## src/bset_pkg.sv

```systemverilog
// Package with offsets, field layouts and reset values of the B-setting register bank
// Function
// - Bit 7 of the core-one B register selects synchronous (0) or sleep (1) for the first core converter under the B set.
// - Bits 6:0 of the core-one B register give 0.30 V at code 0 rising 0.01 V per code to 1.57 V.
// - Bit 7 of the processor B register selects synchronous (0) or sleep (1) for the processor converter under the B set.
// - Bits 6:0 of the processor B register give 0.53 V at code 0 rising 0.01 V per code to 1.80 V.
// - Bit 7 of the memory B register selects synchronous (0) or sleep (1) for the memory converter under the B set.
// - Memory, I/O and peripheral codes give 0.80 V at code 0 rising 0.02 V per code to 3.34 V.
// - Bit 7 of the I/O B register selects synchronous (0) or sleep (1) for the I/O converter under the B set.
// - Bit 7 of the peripheral B register selects synchronous (0) or sleep (1) for that converter under the B set.
// - Bit 7 of the third linear regulator B register selects normal (0) or sleep (1) under the B set.
// - Bits 6:0 of the third linear regulator B register give 0.90 V at code 0 rising 0.02 V per step to 3.44 V.
// - Core-one, processor and peripheral codes are targets within the PWM-mode output range.
package bset_pkg;
    localparam int ADDR_W = 8;
    localparam int DATA_W = 8;
    localparam int NREG = 8;
    localparam int IDX_W = 3;
    localparam logic [ADDR_W-1:0] BASE_OFFSET = 8'hB5;
    localparam logic [ADDR_W-1:0] CORE_ONE_OFFSET = 8'hB5;
    localparam logic [ADDR_W-1:0] PROCESSOR_OFFSET = 8'hB6;
    localparam logic [ADDR_W-1:0] MEMORY_OFFSET = 8'hB7;
    localparam logic [ADDR_W-1:0] IO_OFFSET = 8'hB8;
    localparam logic [ADDR_W-1:0] PERIPHERAL_OFFSET = 8'hB9;
    localparam logic [ADDR_W-1:0] RESERVED_A_OFFSET = 8'hBA;
    localparam logic [ADDR_W-1:0] RESERVED_B_OFFSET = 8'hBB;
    localparam logic [ADDR_W-1:0] LINEAR_THREE_OFFSET = 8'hBC;
    localparam int SLEEP_BIT = 7;
    localparam int CODE_MSB = 6;
    localparam int CODE_LSB = 0;
    localparam logic [DATA_W-1:0] RESET_VALUE = 8'h00;
    localparam logic [DATA_W-1:0] UNMAPPED_READ = 8'h00;
    // Voltage scale in millivolts: base and step per code
    localparam int CORE_ONE_BASE_MV = 300;
    localparam int CORE_ONE_STEP_MV = 10;
    localparam int PROCESSOR_BASE_MV = 530;
    localparam int PROCESSOR_STEP_MV = 10;
    localparam int WIDE_BUCK_BASE_MV = 800;
    localparam int WIDE_BUCK_STEP_MV = 20;
    localparam int LINEAR_THREE_BASE_MV = 900;
    localparam int LINEAR_THREE_STEP_MV = 20;
    localparam int MV_W = 12;

    typedef struct packed {
        logic sleep_sel;
        logic [CODE_MSB:CODE_LSB] volt_code;
    } setting_s;

    typedef struct packed {
        logic [MV_W-1:0] core_one_mv;
        logic [MV_W-1:0] processor_mv;
        logic [MV_W-1:0] memory_mv;
        logic [MV_W-1:0] io_mv;
        logic [MV_W-1:0] peripheral_mv;
        logic [MV_W-1:0] linear_three_mv;
    } targets_s;

    typedef struct packed {
        logic [NREG-1:0][DATA_W-1:0] bank;
        logic [DATA_W-1:0] rdata;
    } state_s;
endpackage

```

## src/regulator_b_setting_regs.sv

```systemverilog
// B voltage setting register bank with per-regulator sleep selects and target voltages
`timescale 1ns/1ps
`default_nettype none
module regulator_b_setting_regs (
    input wire logic mclk,
    input wire logic rst_n,
    input wire logic wr_en,
    input wire logic rd_en,
    input wire logic [bset_pkg::ADDR_W-1:0] addr,
    input wire logic [bset_pkg::DATA_W-1:0] wdata,
    output logic [bset_pkg::DATA_W-1:0] rdata,
    output logic [5:0] sleep_sel_b,
    output bset_pkg::setting_s core_one_b,
    output bset_pkg::setting_s processor_b,
    output bset_pkg::setting_s memory_b,
    output bset_pkg::setting_s io_b,
    output bset_pkg::setting_s peripheral_b,
    output bset_pkg::setting_s linear_three_b,
    output bset_pkg::targets_s target_mv_b
);
    // Six regulators behind the bank, index 0 the first core converter
    localparam int NCONV = 6;

    // Registered bank and read data, and the next-state copy
    bset_pkg::state_s state_reg;
    bset_pkg::state_s state_next;

    // Decoded byte select, one bit per slot of the bank
    wire logic [bset_pkg::NREG-1:0] slot_sel;

    // Per-regulator view: register byte, sleep select and target
    wire bset_pkg::setting_s [NCONV-1:0] conv_setting;
    wire logic [NCONV-1:0] conv_sleep;
    wire logic [NCONV-1:0][bset_pkg::MV_W-1:0] conv_mv;

    // Address in range of the bank
    function automatic logic hit(input logic [bset_pkg::ADDR_W-1:0] a);
        hit = (a >= bset_pkg::CORE_ONE_OFFSET) && (a <= bset_pkg::LINEAR_THREE_OFFSET);
    endfunction

    // Bank index of an address
    function automatic logic [bset_pkg::IDX_W-1:0] idx(input logic [bset_pkg::ADDR_W-1:0] a);
        logic [bset_pkg::ADDR_W-1:0] d;
        d = a - bset_pkg::BASE_OFFSET;
        idx = d[bset_pkg::IDX_W-1:0];
    endfunction

    // Linear code to millivolts
    function automatic logic [bset_pkg::MV_W-1:0] to_mv(input logic [6:0] code,
            input int base, input int step);
        int v;
        v = base + step * int'(code);
        to_mv = v[bset_pkg::MV_W-1:0];
    endfunction

    // Bank slot that holds a regulator's setting byte
    function automatic logic [bset_pkg::IDX_W-1:0] conv_slot(input int k);
        case (k)
            0: conv_slot = idx(bset_pkg::CORE_ONE_OFFSET);
            1: conv_slot = idx(bset_pkg::PROCESSOR_OFFSET);
            2: conv_slot = idx(bset_pkg::MEMORY_OFFSET);
            3: conv_slot = idx(bset_pkg::IO_OFFSET);
            4: conv_slot = idx(bset_pkg::PERIPHERAL_OFFSET);
            5: conv_slot = idx(bset_pkg::LINEAR_THREE_OFFSET);
            default: conv_slot = idx(bset_pkg::CORE_ONE_OFFSET);
        endcase
    endfunction

    // Millivolts at code zero for each regulator
    function automatic int conv_base(input int k);
        case (k)
            0: conv_base = bset_pkg::CORE_ONE_BASE_MV;
            1: conv_base = bset_pkg::PROCESSOR_BASE_MV;
            2: conv_base = bset_pkg::WIDE_BUCK_BASE_MV;
            3: conv_base = bset_pkg::WIDE_BUCK_BASE_MV;
            4: conv_base = bset_pkg::WIDE_BUCK_BASE_MV;
            5: conv_base = bset_pkg::LINEAR_THREE_BASE_MV;
            default: conv_base = bset_pkg::CORE_ONE_BASE_MV;
        endcase
    endfunction

    // Millivolts per code step for each regulator
    function automatic int conv_step(input int k);
        case (k)
            0: conv_step = bset_pkg::CORE_ONE_STEP_MV;
            1: conv_step = bset_pkg::PROCESSOR_STEP_MV;
            2: conv_step = bset_pkg::WIDE_BUCK_STEP_MV;
            3: conv_step = bset_pkg::WIDE_BUCK_STEP_MV;
            4: conv_step = bset_pkg::WIDE_BUCK_STEP_MV;
            5: conv_step = bset_pkg::LINEAR_THREE_STEP_MV;
            default: conv_step = bset_pkg::CORE_ONE_STEP_MV;
        endcase
    endfunction

    // Byte select per slot; an address off the bank selects none
    for (genvar s = 0; s < bset_pkg::NREG; s++) begin : g_slot
        assign slot_sel[s] = hit(addr) && (idx(addr) == bset_pkg::IDX_W'(s));
    end

    // Whole-byte write into the selected slot, read data registered
    always_comb begin
        state_next = state_reg;
        for (int s = 0; s < bset_pkg::NREG; s++) begin
            if (wr_en && slot_sel[s]) begin
                state_next.bank[s] = wdata;
            end
        end
        // Reads see the old byte, so a same-cycle write shows up only later
        if (rd_en) begin
            state_next.rdata = bset_pkg::UNMAPPED_READ;
            for (int s = 0; s < bset_pkg::NREG; s++) begin
                if (slot_sel[s]) begin
                    state_next.rdata = state_reg.bank[s];
                end
            end
        end
    end

    // State register
    always_ff @(posedge mclk or negedge rst_n) begin
        if (!rst_n) begin
            state_reg <= '{bank: {bset_pkg::NREG{bset_pkg::RESET_VALUE}},
                           rdata: bset_pkg::RESET_VALUE};
        end else begin
            state_reg <= state_next;
        end
    end

    assign rdata = state_reg.rdata;

    // Each regulator takes its byte, splits off the sleep select and scales its code
    for (genvar k = 0; k < NCONV; k++) begin : g_conv
        assign conv_setting[k] = state_reg.bank[conv_slot(k)];
        assign conv_sleep[k] = conv_setting[k].sleep_sel;
        assign conv_mv[k] = to_mv(conv_setting[k].volt_code, conv_base(k),
            conv_step(k));
    end

    // Register bytes to the regulators
    assign core_one_b = conv_setting[0];
    assign processor_b = conv_setting[1];
    assign memory_b = conv_setting[2];
    assign io_b = conv_setting[3];
    assign peripheral_b = conv_setting[4];
    assign linear_three_b = conv_setting[5];

    // Sleep selects: 1 sleep, 0 synchronous or normal
    assign sleep_sel_b = conv_sleep;

    // PWM-mode target voltages in millivolts, first core converter uppermost
    assign target_mv_b = '{
        core_one_mv: conv_mv[0],
        processor_mv: conv_mv[1],
        memory_mv: conv_mv[2],
        io_mv: conv_mv[3],
        peripheral_mv: conv_mv[4],
        linear_three_mv: conv_mv[5]
    };
endmodule
`default_nettype wire

```

## config.mk

```make
export PLATFORM = sky130hd
export DESIGN_NAME = regulator_b_setting_regs
export DESIGN_NICKNAME = d
export VERILOG_FILES = /design/src/bset_pkg.sv /design/src/regulator_b_setting_regs.sv
export SDC_FILE = /design/constraint.sdc
export NUM_CORES = 1
export LEC_CHECK = 0
export BUFFER_PORTS_ARGS = -buffer_cell sky130_fd_sc_hd__buf_2
export CAP_MARGIN = 20
export CORE_MARGIN = 3
export CORE_UTILIZATION = 38
export CTS_CLUSTER_DIAMETER = 60
export DETAILED_ROUTE_END_ITERATION = 8
export MAX_ROUTING_LAYER = met4
export PLACE_DENSITY = 0.71
export SKIP_LAST_GASP = 1
export SYNTH_ARGS = -nofsm -noshare
export SYNTH_HDL_FRONTEND = slang
export SYNTH_SLANG_ARGS = --single-unit
```

## constraint.sdc

```tcl
create_clock -name mclk -period 5.1 [get_ports mclk]
set_input_delay 0 -clock mclk [delete_from_list [all_inputs] [get_ports mclk]]
set_output_delay 0 -clock mclk [all_outputs]
set_load 0.01 [all_outputs]
```

==> flow_metrics.py <==
metrics = {
    "global_route": {
        "grt_pass1_vias": 4475,
        "grtUsageTotal": 0.1683,
        "grtUsageMet1": 0.2289,
        "grt_pass1_wl_mm": 23.93,
        "grt_overflow_total": 0,
        "grt_max_degree": 73,
        "antenna_found_initial": 1,
        "gr-usage-met2": 0.2605,
        "met3_usage": 0.03529,
        "grt_busiest_layer": "met2",
    },
    "critical_path": {
        "rr_startpoint": "core_one_b[3]",
        "ff2ff_setup_slack_ps": 3580,
        "crit_path_max_incr_delay_ps": 490,
        "r2r.worst_path.cells": 5,
        "worst_path_most_repeated_cell": "ha_1",
        "timing.rr.end": "rdata[3]",
        "critical_path_arrival_ps": 3280,
        "crit_path_cell_trace": "ha_1 > ha_1 > inv_1 > fa_1 > xor2_1 > a21oi_1 > or4b_1 > a311oi_1 > or4_1 > xnor2_1 > buf_2",
        "cp.required_ps": 5100,
        "path_depth": 11,
        "critPathKind": "flip-flop to output pin",
        "crit_start": "core_one_b[3]",
        "cp_slowest_cell": "or4b_1",
        "cp_num_buf_inv": 2,
        "critPathCapture": "target_mv_b[69]",
        "worst-path-max-fanout": 5,
        "end_kind": "output pin",
        "path_delay_family": "adder cells",
        "start_kind": "flip-flop",
    },
    "floorplanning": {
        "dieArea_mm2": 0.01881,
        "die_w_um": 137.1,
        "io_pins": 154,
        "die_h_um": 137.1,
        "core_mm2": 0.01670,
        "num_rows": 47,
        "initial_core_util": 0.3913,
    },
    "sta": {
        "finalHoldViolCount": 0,
        "fin_crit_ps": 3276,
        "setup_ws_ps": 1824,
        "tightestPinTransition_ps": 1086,
        "fin_worst_skew_ps": 6.032,
        "finalSetupTns_ps": 0,
        "timing.final.crit_share": 0.6424,
        "setup_viol": 0,
        "relSlewSlack": 0.2703,
        "slew_violations": 0,
        "rsz0062_at_grt": "no",
        "fmax_mhz": 305.2,
    },
    "power_and_ir_drop": {
        "p_sw_uw": 496.7,
        "power.internal_mw": 1.198,
        "pwr-share-clk": 0.399,
        "p_leak_nw": 3.821,
        "powerDensity_mw_per_mm2": 235.0,
        "switching_share": 0.2931,
        "ir_worst_vdd_mv": 0.1528,
        "p_comb_frac": 0.223,
        "seqPwrFrac": 0.377,
    },
    "final_layout": {
        "ff_latch_area_mm2": 0.001802,
        "area_growth_pct": 10.36,
        "final_common_cell": "buf_2",
        "final_nets": 820,
        "layout_common_cells": "buf_2, dfrtp_1, mux2_2",
        "fin_cells": 954,
        "multi_input_area_mm2": 0.003944,
        "drive_gt1_frac": 0.3370,
        "largest_reg_flops": 16,
        "n_fill_cell": 1660,
    },
    "logic_synthesis": {
        "yosysTopAreaCellShare": 0.2757,
        "ys_types": 68,
        "synth_area_leaders": "dfrtp_1, ha_1, mux2_2, buf_4, xnor2_1",
        "synthArstFlopShare": 1.000,
        "synth_cells": 663,
        "synth_top_cell_by_area": "dfrtp_1",
        "ys.flop_type": "dfrtp_1",
        "synth.ff_latch_count": 72,
        "yosysSeqAreaShare": 0.2757,
        "synth_area_per_cell_um2": 9.857,
        "synth_area_mm2": 0.006535,
        "ys_warn_count": 0,
        "synth_edf_count": 0,
    },
    "routing": {
        "drt-vias-per-instance": 5.138,
        "drc_errors": 0,
        "drt_iter0_drc": 305,
        "vias": 4902,
        "first_pass_iters": 5,
        "wl_per_cell_um": 16.29,
        "final_antenna_net_count": 0,
        "drt-total-wl_mm": 15.54,
    },
    "placement": {
        "io_buffers": 142,
        "dp_cells": 936,
        "gp_congestion": 0.8379,
        "hpwl_mm": 12.14,
        "pre_cts_slack_ps": 2176,
    },
    "run": {
        "cap_violations": 0,
    },
    "status": {
        "status": "complete, no violations",
    },
    "clocking": {
        "h-tree-depth": 3,
        "cts_resized": 0,
        "cts_tree": "built",
        "clkSinkCount": 72,
        "clk_latency_ps": 340,
        "path_clk_slew_ps": 60,
        "postCtsSetupBuffers": 0,
        "cts_buffers": 9,
        "cts-root-buf": "clkbuf_16",
        "cts_buffer_depth": 2,
    },
    "min_path": {
        "hold_class": "input pin to flip-flop",
    },
}
metal layers:
metal	share of wire	wire, um
met3	0.060	926
met5	0	0
met2	0.46	7099
met4	0.0077	119
met1	0.48	7393
power groups by stage:
stage | sequential, mW | clock (mW) | combinational [mW]
5_1_grt | 0.644 | 0.709 | 0.424
2_1_floorplan | 0.633 | 0 | 0.293
3_3_place_gp | 0.648 | 0 | 0.378
6_report | 0.639 | 0.677 | 0.379
3_5_place_dp | 0.650 | 0 | 0.382
4_1_cts | 0.639 | 0.683 | 0.385
worst reg2reg max path: cells and delay by family, from the launching register on:
family,cells,cell delay (ps)
compound gates,4,650
flops,1,440
mux,1,300
synth_stat cells (all sizes together), types with 3 or more instances:
cell type / number
a22oi: 15
mux2i: 4
buf: 88
o21ai: 27
mux4: 7
nor2: 29
a31oi: 5
o32ai: 3
a21o: 10
nand4: 5
mux2: 71
clkbuf: 12
a211oi: 4
and3: 7
and2: 5
nand2b: 5
nand3: 10
or2: 3
inv: 37
nand2: 29
nor2b: 9
xnor2: 34
o21a: 5
nor3: 9
a21oi: 24
fa: 6
dfrtp: 72
a22o: 4
ha: 66
nor3b: 7
xor2: 15
stage by stage:
stage                     hold slack [ps]  instance area (um2)  total power, mW    util
final                               24.24                 7212            1.695  0.4318
after global routing                24.38                 7212            1.777  0.4318
after CTS                           13.77                 7209            1.707  0.4317
after detailed placement            271.8                 6878            1.032  0.4118
after global placement              271.8                 6878            1.026  0.4118
after floorplan                    -295.6                 6573           0.9261       -
worst min-delay path by stage:
stage | from | to | slack, ps | cells past startpoint
6_report | wdata[7] | peripheral_b[7] | 20 | 2
5_1_grt | wdata[7] | processor_b[7] | 20 | 2
4_1_cts | wdata[7] | peripheral_b[7] | 10 | 2
3_5_place_dp | rst_n | peripheral_b[2] | 270 | 2
3_3_place_gp | rst_n | peripheral_b[2] | 270 | 2
2_1_floorplan | rst_n | core_one_b[0] | -300 | 0
cells by family after synthesis:
family | after synthesis | share of synthesized area
xor+xnor | 50 | 0.06931
fa+ha+maj | 72 | 0.1447
simple gates | 133 | 0.1091
other cells | 1 | 0.0005738
compound gates | 116 | 0.1214
buf+inv | 137 | 0.1266
flops | 72 | 0.2757
mux | 82 | 0.1526
cell type report:
cell class,count,share of cell area
Multi-Input combinational cell,464,0.5468
Sequential cell,72,0.2498
Timing Repair Buffer,144,0.1010
Tap cell,220,0.03817
Clock buffer,10,0.03175
Inverter,37,0.01926
Clock inverter,6,0.01284
Antenna cell,1,0.0003470
what timing repair did:
action                                 4_1_cts  5_1_grt
endpoints found under the hold margin       72        0
hold buffers                                 1        0
setup endpoints to repair                    0        0
Note: power is estimated with default switching activity, not from simulation.
